## src/sbhpe_defines.svh

```systemverilog
// Constants of the serial bus host packet engine.
`ifndef SBHPE_DEFINES_SVH
`define SBHPE_DEFINES_SVH
`define SBHPE_SYNC_BYTE    8'h80
`define SBHPE_SYNC_BITS    4'h8
`define SBHPE_LOCK_BITS    4'h8
`define SBHPE_QUIET_END    4'h7
`define SBHPE_STUFF_RUN    3'h6
`define SBHPE_CRC_INIT     16'hFFFF
`define SBHPE_CRC_POLY     16'h8005
`define SBHPE_CRC_GOOD     16'h800D
`define SBHPE_PID_SOF      8'hA5
`define SBHPE_PID_ACK      8'hD2
`define SBHPE_PID_DATA     8'hC3
`define SBHPE_TOKEN_BYTES  2'h3
`define SBHPE_KIND_TOKEN   2'h0
`define SBHPE_KIND_HSHAKE  2'h1
`define SBHPE_KIND_OUT     2'h2
`define SBHPE_KIND_IN      2'h3
`define SBHPE_ST_IDLE      4'h0
`define SBHPE_ST_OK        4'h1
`define SBHPE_ST_TIMEOUT   4'h2
`define SBHPE_ST_CRC_ERR   4'h3
`define SBHPE_ST_NAK       4'h4
`define SBHPE_ST_BUSY      4'h8
`define SBHPE_TIMEOUT_W    16
`define SBHPE_DIV_W        8
`endif

```

## src/sbhpe_pkg.sv

```systemverilog
// Types of the serial bus host packet engine.
package sbhpe_pkg;
   typedef enum logic [3:0]
   {
      SBHPE_IDLE  = 4'h0,
      SBHPE_FETCH = 4'h1,
      SBHPE_SYNC  = 4'h3,
      SBHPE_TOKEN = 4'h2,
      SBHPE_DATA  = 4'h6,
      SBHPE_CRC   = 4'h7,
      SBHPE_EOP   = 4'h5,
      SBHPE_WAIT  = 4'h4,
      SBHPE_RECV  = 4'hC,
      SBHPE_DONE  = 4'hD
   } sbhpe_state_t;
endpackage

```

## src/sbhpe_fifo.sv

```systemverilog
// Parameterised FIFO with valid and ready on both sides and registered read data.
`timescale 1ns/1ns
`include "sbhpe_defines.svh"
module sbhpe_fifo
   import sbhpe_pkg::*;
#(
   parameter int WIDTH = 8,
   parameter int DEPTH = 4
)
(
   // Clock and reset.
   input  wire logic             mclk,
   input  wire logic             resetn,
   input  wire logic             ce,
   // Fill side.
   input  wire logic             in_valid,
   output logic                  in_ready,
   input  wire logic [WIDTH-1:0] in_data,
   // Drain side.
   output logic                  out_valid,
   input  wire logic             out_ready,
   output logic [WIDTH-1:0]      out_data
);
   localparam int AW = $clog2(DEPTH);
   typedef struct packed
   {
      logic [AW-1:0] wp;
      logic [AW-1:0] rp;
      logic [AW:0]   cnt;
      logic          ov;
      logic [WIDTH-1:0] od;
   } sbhpe_fifo_t;

   sbhpe_fifo_t r, next_r;
   logic [WIDTH-1:0] mem [DEPTH];
   logic wr;
   logic rd;
   logic [AW:0] stored;

   assign in_ready  = (r.cnt != (AW+1)'(DEPTH));
   assign out_valid = r.ov;
   assign out_data  = r.od;
   assign wr = in_valid && in_ready;
   assign stored = r.cnt - (AW+1)'(r.ov);
   assign rd = (stored != '0) && (!r.ov || out_ready);

   always_comb
   begin
      next_r = r;
      if (wr)
      begin
         next_r.wp = (r.wp == AW'(DEPTH-1)) ? '0 : r.wp + 1'b1;
      end
      if (out_ready && r.ov)
      begin
         next_r.ov = 1'b0;
      end
      if (rd)
      begin
         next_r.rp = (r.rp == AW'(DEPTH-1)) ? '0 : r.rp + 1'b1;
         next_r.ov = 1'b1;
         next_r.od = mem[r.rp];
      end
      next_r.cnt = r.cnt + (AW+1)'(wr) - (AW+1)'(out_ready && r.ov);
   end

   always_ff @(posedge mclk or negedge resetn)
   begin
      if (!resetn)
      begin
         r <= '0;
      end
      else if (ce)
      begin
         r <= next_r;
         if (wr)
         begin
            mem[r.wp] <= in_data;
         end
      end
   end
endmodule // sbhpe_fifo

```

## src/sbhpe_engine.sv

```systemverilog
// Packet engine: token, data and handshake transfer with line coding, CRC, FIFO and time-out.
`timescale 1ns/1ns
`include "sbhpe_defines.svh"
module sbhpe_engine
   import sbhpe_pkg::*;
#(
   parameter int TIMEOUT_CYCLES = 16'hFFFF,
   parameter int FIFO_DEPTH     = 4
)
(
   // Clock, reset and enable.
   input  wire logic        mclk,
   input  wire logic        resetn,
   input  wire logic        ce,
   // Transfer request from software.
   input  wire logic        req_write,
   input  wire logic [1:0]  req_kind,
   input  wire logic [7:0]  req_pid,
   input  wire logic [15:0] req_table_addr,
   input  wire logic        frame_start,
   input  wire logic [7:0]  rate_div,
   // Connection table read port.
   output logic             tbl_rd,
   output logic [15:0]      tbl_addr,
   input  wire logic [7:0]  tbl_data,
   // Host DMA side of the FIFO.
   input  wire logic        dma_tx_valid,
   output logic             dma_tx_ready,
   input  wire logic [7:0]  dma_tx_data,
   output logic             dma_rx_valid,
   input  wire logic        dma_rx_ready,
   output logic [7:0]       dma_rx_data,
   // Status.
   output logic [3:0]       status,
   output logic             busy,
   // Bus line.
   input  wire logic        line_in,
   output logic             line_out,
   output logic             line_oe
);
   typedef struct packed
   {
      sbhpe_state_t st;
      logic [1:0]   kind;
      logic         sof;
      logic [7:0]   pid;
      logic [15:0]  addr;
      logic [1:0]   nbyte;
      logic [7:0]   sh;
      logic [3:0]   nbit;
      logic [2:0]   ones;
      logic [15:0]  crc;
      logic [`SBHPE_TIMEOUT_W-1:0] tmo;
      logic [`SBHPE_DIV_W-1:0] div;
      logic [`SBHPE_DIV_W-1:0] dcnt;
      logic         lvl;
      logic         rlvl;
      logic         locked;
      logic [3:0]   lock_n;
      logic         in_sync;
      logic         rxd_go;
      logic [7:0]   rxb;
      logic         fifo_pop;
      logic         rd;
      logic [3:0]   status;
      logic         busy;
      logic         oe;
      logic         eprev;
      logic [3:0]   quiet;
      logic         rx_pay;
      logic [15:0]  crc_b;
   } sbhpe_r_t;

   sbhpe_r_t r, next_r;
   logic f_in_valid, f_in_ready, f_out_valid, f_out_ready;
   logic [7:0] f_in_data, f_out_data;
   logic tx_dir, tick, rx_bit, rx_stuff, tx_bit;

   function automatic logic [15:0] crc_step(input logic [15:0] c, input logic b);
      crc_step = {c[14:0], 1'b0} ^ ((c[15] ^ b) ? `SBHPE_CRC_POLY : 16'h0000);
   endfunction

   // Direction picks whether the FIFO is fed by DMA or by the receiver.
   assign tx_dir      = (r.kind == `SBHPE_KIND_OUT);
   assign f_in_valid  = tx_dir ? dma_tx_valid : r.rxd_go;
   assign f_in_data   = tx_dir ? dma_tx_data : r.rxb;
   assign f_out_ready = tx_dir ? r.fifo_pop : dma_rx_ready;
   assign dma_tx_ready = r.busy && tx_dir && f_in_ready;
   assign dma_rx_valid = !tx_dir && f_out_valid;
   assign dma_rx_data  = f_out_data;
   assign status   = r.status;
   assign busy     = r.busy;
   assign line_out = r.lvl;
   assign line_oe  = r.oe;
   assign tbl_rd   = r.rd;
   assign tbl_addr = r.addr;
   assign tick     = (r.dcnt == '0);
   assign tx_bit   = r.sh[0];
   assign rx_bit   = (line_in == r.rlvl);
   assign rx_stuff = (r.ones == `SBHPE_STUFF_RUN);

   sbhpe_fifo #(.WIDTH(8), .DEPTH(FIFO_DEPTH)) u_fifo
   (
      .mclk      (mclk),
      .resetn    (resetn),
      .ce        (ce),
      .in_valid  (f_in_valid),
      .in_ready  (f_in_ready),
      .in_data   (f_in_data),
      .out_valid (f_out_valid),
      .out_ready (f_out_ready),
      .out_data  (f_out_data)
   );

   always_comb
   begin
      next_r = r;
      next_r.rd = 1'b0;
      next_r.fifo_pop = 1'b0;
      next_r.rxd_go = 1'b0;
      next_r.dcnt = tick ? r.div : r.dcnt - 1'b1;
      if (r.st == SBHPE_WAIT || r.st == SBHPE_RECV)
      begin
         next_r.tmo = r.tmo + 1'b1;
      end
      case (r.st)
         SBHPE_IDLE:
         begin
            next_r.oe = 1'b0;
            if (frame_start || req_write)
            begin
               next_r.sof  = frame_start;
               next_r.kind = frame_start ? `SBHPE_KIND_TOKEN : req_kind;
               next_r.pid  = frame_start ? `SBHPE_PID_SOF : req_pid;
               next_r.addr = req_table_addr;
               next_r.div  = rate_div;
               next_r.busy = 1'b1;
               next_r.status = `SBHPE_ST_BUSY;
               next_r.rd = 1'b1;
               next_r.st = SBHPE_FETCH;
            end
         end
         SBHPE_FETCH:
         begin
            next_r.sh = `SBHPE_SYNC_BYTE;
            // The line starts at the first sync level, so no stale level leaks out.
            next_r.lvl = 1'b0;
            next_r.nbit = '0;
            next_r.nbyte = '0;
            next_r.ones = '0;
            next_r.oe = 1'b1;
            next_r.dcnt = r.div;
            next_r.st = SBHPE_SYNC;
         end
         SBHPE_SYNC, SBHPE_TOKEN, SBHPE_DATA, SBHPE_CRC:
         begin
            if (tick)
            begin
               if (r.st == SBHPE_SYNC)
               begin
                  next_r.lvl = tx_bit;
                  next_r.sh = {1'b0, r.sh[7:1]};
                  next_r.nbit = r.nbit + 1'b1;
               end
               else if (r.ones == `SBHPE_STUFF_RUN)
               begin
                  next_r.lvl = !r.lvl;
                  next_r.ones = '0;
               end
               else
               begin
                  next_r.lvl = tx_bit ? r.lvl : !r.lvl;
                  next_r.ones = tx_bit ? r.ones + 1'b1 : '0;
                  next_r.sh = {1'b0, r.sh[7:1]};
                  next_r.nbit = r.nbit + 1'b1;
                  if (r.st != SBHPE_CRC)
                  begin
                     next_r.crc = crc_step(r.crc, tx_bit);
                  end
               end
               if (next_r.nbit == `SBHPE_SYNC_BITS)
               begin
                  next_r.nbit = '0;
                  next_r.nbyte = r.nbyte + 1'b1;
                  case (r.st)
                     SBHPE_SYNC:
                     begin
                        next_r.sh = r.pid;
                        next_r.crc = `SBHPE_CRC_INIT;
                        next_r.st = SBHPE_TOKEN;
                        next_r.nbyte = '0;
                        next_r.addr = r.addr + 1'b1;
                        next_r.rd = 1'b1;
                     end
                     SBHPE_TOKEN:
                     begin
                        if (r.pid == `SBHPE_PID_DATA)
                        begin
                           // A data packet carries its identifier, then the FIFO bytes.
                           next_r.crc = `SBHPE_CRC_INIT;
                           next_r.nbyte = '0;
                           next_r.st = f_out_valid ? SBHPE_DATA : SBHPE_CRC;
                           next_r.sh = f_out_valid ? f_out_data : ~next_r.crc[15:8];
                           next_r.fifo_pop = f_out_valid;
                        end
                        else
                        begin
                           next_r.sh = tbl_data;
                           next_r.addr = r.addr + 1'b1;
                           next_r.rd = 1'b1;
                           if (next_r.nbyte == `SBHPE_TOKEN_BYTES)
                           begin
                              next_r.sh = ~r.crc[15:8];
                              next_r.nbyte = '0;
                              next_r.st = SBHPE_CRC;
                           end
                        end
                     end
                     SBHPE_DATA:
                     begin
                        if (f_out_valid)
                        begin
                           next_r.sh = f_out_data;
                           next_r.fifo_pop = 1'b1;
                        end
                        else
                        begin
                           next_r.sh = ~r.crc[15:8];
                           next_r.nbyte = '0;
                           next_r.st = SBHPE_CRC;
                        end
                     end
                     default:
                     begin
                        next_r.sh = ~r.crc[7:0];
                        if (r.nbyte == 2'h1)
                        begin
                           next_r.st = SBHPE_EOP;
                        end
                     end
                  endcase
               end
            end
         end
         SBHPE_EOP:
         begin
            next_r.oe = 1'b0;
            next_r.tmo = '0;
            next_r.locked = 1'b0;
            next_r.lock_n = '0;
            next_r.in_sync = 1'b0;
            next_r.rlvl = line_in;
            next_r.crc = `SBHPE_CRC_INIT;
            if (r.kind == `SBHPE_KIND_TOKEN)
            begin
               next_r.st = SBHPE_DONE;
               next_r.status = `SBHPE_ST_OK;
            end
            else if (r.kind == `SBHPE_KIND_OUT && r.pid != `SBHPE_PID_DATA)
            begin
               // The data packet gets its own sync field after one idle cycle.
               next_r.pid = `SBHPE_PID_DATA;
               next_r.st = SBHPE_FETCH;
            end
            else
            begin
               next_r.st = SBHPE_WAIT;
            end
         end
         SBHPE_WAIT, SBHPE_RECV:
         begin
            next_r.eprev = line_in;
            if (r.st == SBHPE_WAIT && r.tmo == `SBHPE_TIMEOUT_W'(TIMEOUT_CYCLES))
            begin
               next_r.status = `SBHPE_ST_TIMEOUT;
               next_r.st = SBHPE_DONE;
            end
            else if (r.st == SBHPE_WAIT)
            begin
               // The sync field opens with a low level on the idle-high line.
               if (!line_in)
               begin
                  next_r.dcnt = {1'b0, r.div[`SBHPE_DIV_W-1:1]};
                  next_r.nbit = '0;
                  next_r.ones = '0;
                  next_r.quiet = '0;
                  next_r.rx_pay = 1'b0;
                  next_r.st = SBHPE_RECV;
               end
            end
            else if (line_in != r.eprev)
            begin
               next_r.dcnt = {1'b0, r.div[`SBHPE_DIV_W-1:1]};
               next_r.quiet = '0;
            end
            else if (tick)
            begin
               next_r.rlvl = line_in;
               next_r.quiet = r.quiet + 1'b1;
               if (!r.locked)
               begin
                  next_r.lock_n = r.lock_n + 1'b1;
                  next_r.locked = (next_r.lock_n == `SBHPE_LOCK_BITS);
                  next_r.in_sync = next_r.locked;
                  next_r.ones = '0;
               end
               else if (r.in_sync && r.quiet == `SBHPE_QUIET_END)
               begin
                  // Stuffing bounds a run without edges, so a longer one is the idle line.
                  next_r.status = (r.crc_b == `SBHPE_CRC_GOOD) ? `SBHPE_ST_OK : `SBHPE_ST_CRC_ERR;
                  next_r.st = SBHPE_DONE;
               end
               else if (rx_stuff)
               begin
                  next_r.ones = '0;
               end
               else
               begin
                  next_r.ones = rx_bit ? r.ones + 1'b1 : '0;
                  next_r.rxb = {rx_bit, r.rxb[7:1]};
                  next_r.nbit = r.nbit + 1'b1;
                  if (r.rx_pay)
                  begin
                     next_r.crc = crc_step(r.crc, rx_bit);
                  end
                  if (next_r.nbit == `SBHPE_SYNC_BITS)
                  begin
                     next_r.nbit = '0;
                     next_r.rx_pay = 1'b1;
                     next_r.crc_b = next_r.crc;
                     next_r.rxd_go = r.rx_pay && r.kind == `SBHPE_KIND_IN;
                     if (!r.rx_pay && r.kind != `SBHPE_KIND_IN)
                     begin
                        next_r.status = ({rx_bit, r.rxb[7:1]} == `SBHPE_PID_ACK) ? `SBHPE_ST_OK : `SBHPE_ST_NAK;
                        next_r.st = SBHPE_DONE;
                     end
                  end
               end
            end
         end
         SBHPE_DONE:
         begin
            next_r.busy = 1'b0;
            next_r.oe = 1'b0;
            next_r.st = SBHPE_IDLE;
         end
         default:
         begin
            next_r.st = SBHPE_IDLE;
         end
      endcase
   end

   always_ff @(posedge mclk or negedge resetn)
   begin
      if (!resetn)
      begin
         r <= '0;
      end
      else if (ce)
      begin
         r <= next_r;
      end
   end
endmodule // sbhpe_engine

```

## config.mk

```make
export PLATFORM = sky130hd
export DESIGN_NAME = sbhpe_engine
export DESIGN_NICKNAME = d
export VERILOG_FILES = /design/src/sbhpe_pkg.sv /design/src/sbhpe_fifo.sv /design/src/sbhpe_engine.sv
export VERILOG_INCLUDE_DIRS = /design/src /design/src/src
export SDC_FILE = /design/constraint.sdc
export NUM_CORES = 1
export LEC_CHECK = 0
export ABC_AREA = 1
export BUFFER_PORTS_ARGS = -buffer_cell sky130_fd_sc_hd__buf_2
export CAP_MARGIN = 30
export CORE_ASPECT_RATIO = 0.5
export CORE_MARGIN = 4
export CORE_UTILIZATION = 65
export DETAILED_ROUTE_END_ITERATION = 6
export PLACE_DENSITY = 0.85
export SLEW_MARGIN = 10
export SYNTH_ARGS = -nofsm -noshare
export SYNTH_HDL_FRONTEND = slang
export SYNTH_SLANG_ARGS = --single-unit
```

## constraint.sdc

```tcl
create_clock -name mclk -period 5.9 [get_ports mclk]
set_input_delay 0.885 -clock mclk [delete_from_list [all_inputs] [get_ports mclk]]
set_output_delay 0.885 -clock mclk [all_outputs]
set_load 0.01 [all_outputs]
```

==> flow_summary.ini, run 1 <==
[detailed_routing]
vias = 11200
post_drt_wl_per_cell_um = 17.4
dr.pass1.iters = 6
vias_per_cell = 5.97
totalWireLength_um = 32600
ant_nets = 0
drt_iter0_markers = 1471
drc = 0

[setup_path]
critPathBufInv = 3
arrival_ns = 3.55
cpMostUsedCell = nand2_1
cp.required_ns = 6.23
crit_type = reg -> reg
cp_top_family = simple AND/OR/NAND/NOR gates
crit_chain = inv_2 -> nand2_1 -> inv_2 -> nand3_1 -> inv_1 -> o21ai_0 -> nand2_1 -> nand2_1
cpPeakStageDelay_ns = 0.70
worst_setup_path_start_kind = register
cp_max_fo = 23
end_kind = register
slowest_stage = nand3_1

[synthesis]
netlist_top_cells_count = 462 x nand2_1, 169 x nor2_1, 165 x o21ai_0
ys_ff_latch = 190
synth-edff-count = 32
synth_cell_types = 50
syn_area_mm2 = 0.0115
synthFlopType = dfrtp_1
synth-async-reset-ratio_pct = 83.2
synth_area_leader_cell = dfrtp_1
yosysTopAreaCellShare_pct = 34.2
yosysWarnings = 0
yosysSeqAreaShare_pct = 42.6
syn_inst = 1583
synth_nets = 1663
yosys-top-cells-area = dfrtp_1 34%, nand2_1 15%, edfxtp_1 8.3%, o21ai_0 7.1%, nor2_1 5.5%
avgSynthCellArea_um2 = 7.30
synth_most_common_cell = nand2_1

[clock_tree]
cts.sinks = 190
cts_tree = done
post_cts_buffers = 0
htreeDepth = 4
clockRootBuffer = clkbuf_16
postCtsResizedCells = 0
cts_hold_buf = 0
path_clk_slew_ns = 0.08
cts_buffer_depth = 2
clk_latency_ns = 0.45
cts_made_buffers = 17

[sta]
worst_clock_skew_ns = 0.0185
layout_min_cycle_time_ns = 3.22
setup_viol = 0
final.setup.tns_ns = 0
rsz0062_at_grt = false
maxClockFrequency_mhz = 311
max-slew-margin-rel_pct = 37.4
final_hold_viol_count = 0
drv_slew = 0
worst_pin_slew_ns = 0.936
period_share_pct = 54.5

[die]
core_area_mm2 = 0.0174
io_pins = 92
fp.dieArea_mm2 = 0.0201
start_util_pct = 66.4
die_w_um = 197
row_count = 34
die_height_um = 102

[power]
p_leak_nw = 6.13
p_per_area_mw_per_mm2 = 473
irDropWorstVdd_mv = 0.299

[finish]
finish.net_count = 1703
drive_above_1_share_pct = 10.8
syn2layout_area_growth_pct = 8.64
final_core_util_pct = 72.1
final_cells = 1871
final_area_mm2 = 0.0125

[placement]
place_congestion = 0.967
dp_hpwl_um = 23600
place_area_mm2 = 0.0119
io_buffers = 91
dp_cells = 1838

[global_routing]
grt_max_degree = 62
grt_use_total_pct = 33.2
antenna_found_initial = 0
grt_pass1_vias = 10300
grt_pass1_wl_um = 52800
grt_overflow = 0

[job]
maxCapViolCount = 0

[status]
status = completed

[worst_hold_path]
hp-class = in -> async
worst reg2reg max path: stages (launching register included):
cell and delay [ns]:
dfrtp_1 0.49, inv_2 0.16, nand2_1 0.52, inv_2 0.52
nand3_1 0.70, inv_1 0.44, o21ai_0 0.16, nand2_1 0.08
nand2_1 0.05
cell families after synthesis:
group	after synthesis	share of synthesized area, %
mux	6	0.574
flops	190	42.6
compound gates	265	12.5
xor+xnor	26	1.97
fa+ha+maj	22	2.45
simple gates	841	31.3
buf+inv	233	8.67
layout make-up:
class                   count  area, um^2
well taps                 234         293
clock inverters            13         179
flip-flops and latches    190        4910
clock buffers              19         433
repair buffers             96         499
multi-input cells        1160        5630
inverters                 158         593
diodes                      1        2.50
fillers                  1393        4850
metal layers:
layer / wire length (um) / global-route usage, % / vias to the layer above
met5: 0 / 0 / -
met4: 461 / 7.88 / 0
met3: 3570 / 7.84 / 54
met2: 14300 / 51.9 / 618
met1: 14200 / 47.7 / 5232
li1: - / - / 5261
cell usage in the layout (no fill, tap or decap), drive strengths merged, types with 5 or more instances in the layout:
cell type,n
clkbuf,19
xor2,18
nand2,473
nand3,107
a31oi,6
o211ai,5
mux2,5
nor2,182
a21oi,40
dfrtp,158
o32ai,8
nor3,21
edfxtp,32
ha,21
inv,161
clkinv,5
nand3b,12
o21bai,6
o21ai,185
nand4,40
buf,96
xnor2,8
through the flow:
stage               worst slack, ns  hold WS [ns]  power (mW)
global placement               2.85         0.459        4.53
global route                   2.43         0.385        6.36
CTS                            2.80         0.369        5.87
floorplan                      3.38         0.443        3.94
detailed placement             2.76         0.467        4.61
finish                         2.68         0.360        5.94
power by group:
part / internal (mW) / leakage, nW / switching [mW]
clock: 0.681 / 0.294 / 0.557
sequential: 1.69 / 2.33 / 0.518
combinational: 0.804 / 3.51 / 1.69
state kept, by name, summed over array words and instances, names as in the netlist:
register	count
tbl_addr	16
u_fifo.mem	32
tbl_rd	1
r	118
u_fifo.r	7
u_fifo.out_valid	1
u_fifo.out_data	8
status	4
line_out	1
busy	1
line_oe	1
worst paths after layout:
path                       depth (start not counted)  slack, ns  startpoint           end
setup / recovery                                   8       2.68      r[142]        r[111]
hold / removal                                     1       0.36      resetn  tbl_addr[14]
setup reg to reg                                   8       2.68      r[142]        r[111]
hold reg to reg                                    2       0.49   status[1]     status[1]
max in group asynchronous                          2       4.37      resetn         r[38]
min in group mclk                                  2       0.49   status[1]     status[1]
(Power assumes the default switching activity.)
==> run 2, diff against run 1 <==
--- a/config.mk
+++ b/config.mk
@@ -11,9 +11,9 @@
 export CAP_MARGIN = 30
 export CORE_ASPECT_RATIO = 0.5
 export CORE_MARGIN = 4
-export CORE_UTILIZATION = 65
+export CORE_UTILIZATION = 55
 export DETAILED_ROUTE_END_ITERATION = 6
-export PLACE_DENSITY = 0.85
+export PLACE_DENSITY = 0.77
 export SLEW_MARGIN = 10
 export SYNTH_ARGS = -nofsm -noshare
 export SYNTH_HDL_FRONTEND = slang
==> constraint.sdc (replaced) <==
create_clock -name mclk -period 2.8 [get_ports mclk]
set_input_delay 0.42 -clock mclk [delete_from_list [all_inputs] [get_ports mclk]]
set_output_delay 0.42 -clock mclk [all_outputs]
set_load 0.01 [all_outputs]
==> run 2 against run 1 <==
  * Clock skew is 0.0075 ns lower
  * Count of clock-buffer cells in the layout shrank 2
  * Maximum frequency grew 25%
  * Flip-flop and latch count is the same
  * Cell area rose by 1.9%
  * Via count is 1.9% lower
  * Worst hold slack worse by 0.32 ns
  * First-iteration DRC count down 6.6%
  * Sequential share of layout area fell by 0.73 points
  * Clock power rose by 93%
  * Largest cell class unchanged
  * Largest power group unchanged
==> flow_summary.ini, run 2 (synthesis gave the netlist of run 1 again) <==
[finish]
final_cells = 1939
largest_reg_flops = 118
syn2layout_area_growth_pct = 10.7
finish.net_count = 1733
final_cell_mix = 462 x nand2_1, 169 x nor2_1, 165 x o21ai_0, 158 x dfrtp_1, 142 x inv_1
drive_above_1_share_pct = 12.5
top_register = r
diodes = 0
final_common_cell = nand2_1

[clock_tree]
postCtsResizedCells = 0
clockRootBuffer = clkbuf_16
post_cts_buffers = 0
clk_latency_ns = 0.46
cts_hold_buf = 0
cts_made_buffers = 17
cts.sinks = 190
path_clk_slew_ns = 0.07
htreeDepth = 4
cts_buffer_depth = 2
cts_tree = done

[detailed_routing]
wl_met3_um = 3030
drt_iter0_markers = 1374
vias_per_cell = 5.65
met2_length_um = 14100
dr.pass1.iters = 6
dr.max_layer_used = met4
vias = 11000
totalWireLength_um = 32600
drc = 0
post_drt_wl_per_cell_um = 16.8
wl_met1_um = 15100
ant_nets = 0

[sta]
rsz0062_at_grt = false
worst_clock_skew_ns = 0.0109
maxClockFrequency_mhz = 387
worst_pin_slew_ns = 0.956
period_share_pct = 92.2
layout_min_cycle_time_ns = 2.58
final_hold_viol_count = 0
setup_viol = 0
drv_slew = 0
final.setup.tns_ns = 0
max-slew-margin-rel_pct = 36.3
fin_hold_ws_ns = 0.0359

[setup_path]
cp_max_fo = 16
reg2reg_from = r[47]
end_kind = register
r2r-end = r[36]
cp.required_ns = 3.16
r2r_slack_ns = 0.22
crit_type = reg -> reg
ff2ff_path_depth = 9
worst_setup_path_start_kind = register
arrival_ns = 2.94

[power]
totalPowerFinal_mw = 12.4
p_comb_share_pct = 44.2
irDropWorstVdd_mv = 0.530
power_frac_seq_pct = 36.5
p_leak_nw = 6.28
power.switching_mw = 5.83
internal-power_mw = 6.58
p_per_area_mw_per_mm2 = 970
switching_share_pct = 47.0
clockPowerShare_pct = 19.3

[die]
io_pins = 92
die_height_um = 110
die_w_um = 213
core_area_mm2 = 0.0206
fp.dieArea_mm2 = 0.0235
row_count = 37
start_util_pct = 56.1

[global_routing]
grt_max_degree = 159
antenna_found_initial = 0
grt_overflow = 0
grt_pass1_vias = 10200
grt_use_total_pct = 28.4
grt_pass1_wl_um = 53500

[job]
maxCapViolCount = 0

[worst_hold_path]
hp-class = in -> async

[placement]
place_congestion = 0.990
dp_cells = 1907
io_buffers = 91
dp_hpwl_um = 24200

[status]
status = completed
run 2: critical path, cell delays in order (launching register included):
cell	delay (ns)
dfrtp_1	0.41
inv_1	0.12
ha_1	0.21
nand3_1	0.16
nor2_1	0.13
buf_4	0.24
inv_2	0.16
nor2_4	0.20
nand3_1	0.47
o21ai_0	0.37
run 2: power groups by stage:
stage	Combinational (mW)	Sequential, mW	Clock (mW)
finish	5.49	4.52	2.39
global route	6.21	4.63	2.56
CTS	5.41	4.49	2.43
detailed placement	5.39	4.53	0
global placement	5.26	4.50	0
floorplan	4.12	4.18	0
run 2: per-layer routing:
layer  track usage (%)  up-vias
li1                  -     5320
met1              42.1     5147
met2              42.7      450
met5                 0        -
met3              6.81       38
met4              5.66        0
run 2: cell type report:
class	count	area, um^2
clock inverters	15	141
multi-input cells	1160	5630
clock buffers	17	425
repair buffers	126	737
fillers	1817	7810
inverters	158	593
well taps	273	342
flip-flops and latches	190	4910
run 2: how the worst max path moves through the flow:
stage                     startpoint  cells past startpoint            to  slack (ns)
after floorplan               r[138]                     12  u_fifo.r[11]        0.60
after global placement         r[47]                     12         r[92]        0.41
after detailed placement       r[95]                     14   tbl_addr[9]        0.32
after CTS                      r[47]                      9         r[36]        0.29
after global routing           r[47]                     13         r[98]        0.01
final                          r[47]                      9         r[36]        0.22
run 2: through the flow:
stage | setup WS (ns) | util [%] | cell area (um^2)
3_5_place_dp | 0.319 | 59.3 | 12200
6_report | 0.218 | 62.1 | 12800
2_1_floorplan | 0.599 | - | 11500
4_1_cts | 0.289 | 62.1 | 12800
5_1_grt | 0.0114 | 62.1 | 12800
3_3_place_gp | 0.412 | 59.3 | 12200
==> run 3, diff against run 2 <==
--- a/config.mk
+++ b/config.mk
@@ -17,4 +17,5 @@
 export SLEW_MARGIN = 10
 export SYNTH_ARGS = -nofsm -noshare
 export SYNTH_HDL_FRONTEND = slang
+export SYNTH_HIERARCHICAL = 1
 export SYNTH_SLANG_ARGS = --single-unit
==> run 3 against run 2 <==
  * Clock power grew 3%
  * First-iteration DRC count shrank 27%
  * Combinational power shrank 3%
  * Synthesized cell count is essentially flat
  * Global-route usage shrank 0.60 points
  * Area after synthesis grew 0.19%
  * Sequential power is essentially flat
  * Maximum frequency is essentially flat
  * Critical path type unchanged
  * Non-clock buffer count grew 5
  * Register-to-register slack is essentially flat
  * Clock skew grew 0.0029 ns
==> flow_summary.ini, run 3 <==
[status]
status = completed

[clock_tree]
cts_hold_buf = 1
postCtsResizedCells = 0
cts.sinks = 190
htreeDepth = 4
cts_buffer_depth = 2
clk_latency_ns = 0.46
clockRootBuffer = clkbuf_16
path_clk_slew_ns = 0.07
post_cts_buffers = 0
cts_tree = done
cts_made_buffers = 17

[setup_path]
startpoint = r[48]
cp.required_ns = 3.12
cpPeakStageDelay_ns = 0.47
reg2reg_from = r[48]
worst_setup_path_start_kind = register
slowest_stage = nand3_1
worstSetupEndpoint = r[37]
cp_max_fo = 16
r2r_slack_ns = 0.22
r2r-end = r[37]
path_depth = 10
cp_top_family = simple AND/OR/NAND/NOR gates
end_kind = register
arrival_ns = 2.90
critPathBufInv = 3
crit_type = reg -> reg
ff2ff_path_depth = 10
crit_chain = inv_1 -> ha_1 -> nand3_1 -> nor2_1 -> buf_4 -> inv_1 -> nor2_4 -> nand3_1 -> nor2_1 -> a21oi_1

[finish]
diodes = 0
fillers = 1832
final_common_cell = nand2_1
finish.net_count = 1733
final_core_util_pct = 62.1
largest_reg_flops = 118
top_register = r
syn2layout_area_growth_pct = 10.6
drive_above_1_share_pct = 13.0
final_cell_mix = 528 x nand2_1, 158 x dfrtp_1, 142 x o21ai_0, 142 x nand3_1, 140 x inv_1

[synthesis]
yosysWarnings = 6
syn_area_mm2 = 0.0116
yosysSeqAreaShare_pct = 42.5
synth_area_leader_cell = dfrtp_1
synthFlopType = dfrtp_1
yosysTopAreaCellShare_pct = 34.2
synth_most_common_cell = nand2_1
synth-async-reset-ratio_pct = 83.2
synth-edff-count = 32
avgSynthCellArea_um2 = 7.32
netlist_top_cells_count = 528 x nand2_1, 158 x dfrtp_1, 142 x nand3_1, 142 x o21ai_0, 140 x inv_1
ys_ff_latch = 190
synth_nets = 1662
syn_inst = 1582
synth_cell_types = 52
yosys-top-cells-area = dfrtp_1 34%, nand2_1 17%, edfxtp_1 8.3%, nand3_1 6.1%, o21ai_0 6.1%

[sta]
period_share_pct = 92.2
maxClockFrequency_mhz = 387
setup_viol = 0
worst_pin_slew_ns = 0.771
drv_slew = 0
max-slew-margin-rel_pct = 48.6
final.setup.tns_ns = 0
rsz0062_at_grt = false
fin_hold_ws_ns = 0.172
setup_ws_ns = 0.219
worst_clock_skew_ns = 0.0138
final_hold_viol_count = 0
layout_min_cycle_time_ns = 2.58

[power]
p_leak_nw = 6.27
p_comb_share_pct = 43.5
power_frac_seq_pct = 36.6
power.switching_mw = 5.65
irDropWorstVdd_mv = 0.550
clockPowerShare_pct = 20.0
switching_share_pct = 46.0
p_per_area_mw_per_mm2 = 961
internal-power_mw = 6.64

[placement]
place_congestion = 0.977
place_ws_ns = 0.299
io_buffers = 91
dp_hpwl_um = 23900

[detailed_routing]
post_drt_wl_per_cell_um = 16.7
vias = 10900
drt_iter0_markers = 1004
ant_nets = 0
drc = 0
vias_per_cell = 5.60
totalWireLength_um = 32300
dr.pass1.iters = 6

[global_routing]
antenna_found_initial = 0
grt_overflow = 0
grt_pass1_wl_um = 52300
grt_use_total_pct = 27.8
grt_pass1_vias = 10400
grt_max_degree = 89

[die]
start_util_pct = 56.2
die_height_um = 111
fp.dieArea_mm2 = 0.0236
die_w_um = 213
core_area_mm2 = 0.0206
row_count = 37
io_pins = 92

[job]
maxCapViolCount = 0

[worst_hold_path]
hp-class = in -> reg
-- run 3: changes by cell type in the layout (fill, tap and decap cells not counted), sizes merged, moves of 7 or more --
cell	before	now
o21ai	185	156
nand4	40	28
nor2	182	119
nor3	21	14
a21oi	40	58
nand2	473	543
inv	166	156
o211ai	5	12
nand3	107	143
o32ai	8	1
-- run 3: worst reg2reg max path: cells and delay by family, from the launching register on --
family                   cells  cell delay (ns)
adder cells (fa/ha/maj)      1             0.20
buffers and inverters        3             0.49
AO/OA/AOI/OAI                1             0.07
AND/OR/NAND/NOR              5             1.32
flip-flops                   1             0.37
-- run 3: worst min-delay path by stage --
stage	start	to	slack, ns	depth (start not counted)
after floorplan	resetn	busy	0.12	0
after global placement	resetn	tbl_addr[15]	0.27	1
after detailed placement	resetn	tbl_addr[15]	0.27	1
after CTS	rate_div[2]	r[57]	0.17	3
after global routing	rate_div[2]	r[57]	0.16	3
final	rate_div[4]	r[59]	0.17	3
-- run 3: area by class of cell --
type | count | area [um^2] | share of cell area [%]
Multi-Input combinational cell | 1159 | 5600 | 43.7
Clock buffer | 19 | 433 | 3.38
Inverter | 154 | 582 | 4.55
Timing Repair Buffer | 131 | 777 | 6.07
Clock inverter | 13 | 150 | 1.17
Tap cell | 273 | 342 | 2.67
Sequential cell | 190 | 4910 | 38.4
-- run 3: cell families (layout without fill, tap and decap cells) --
family          Yosys count  count (layout)  share of synthesized area (%)
compound gates          249             249                           11.9
xor+xnor                 27              27                           2.04
flops                   190             190                           42.5
buf+inv                 233             317                           9.16
fa+ha+maj                22              22                           2.44
simple gates            860             860                           31.8
mux                       1               1                         0.0973
-- run 3: power groups by stage --
stage / clock network (mW) / registers [mW] / logic (mW)
2_1_floorplan: 0 / 4.13 / 4.20
4_1_cts: 2.48 / 4.46 / 5.30
3_3_place_gp: 0 / 4.49 / 5.10
3_5_place_dp: 0 / 4.51 / 5.26
5_1_grt: 2.61 / 4.58 / 6.01
6_report: 2.46 / 4.49 / 5.34
-- run 3: per-layer routing --
layer  global-route usage [%]  share of wire (%)
met4                     8.99                2.1
met1                     39.6                 45
met3                     6.41                8.3
met5                        0                  0
met2                     42.3                 44
-- run 3: metrics by stage --
stage                     std cells  power [mW]  area (um^2)
final                          1939        12.3        12800
after detailed placement       1906        9.77        12200
after floorplan                1582        8.33        11600
after global routing           1939        13.2        12800
after CTS                      1939        12.2        12800
after global placement         1906        9.59        12200
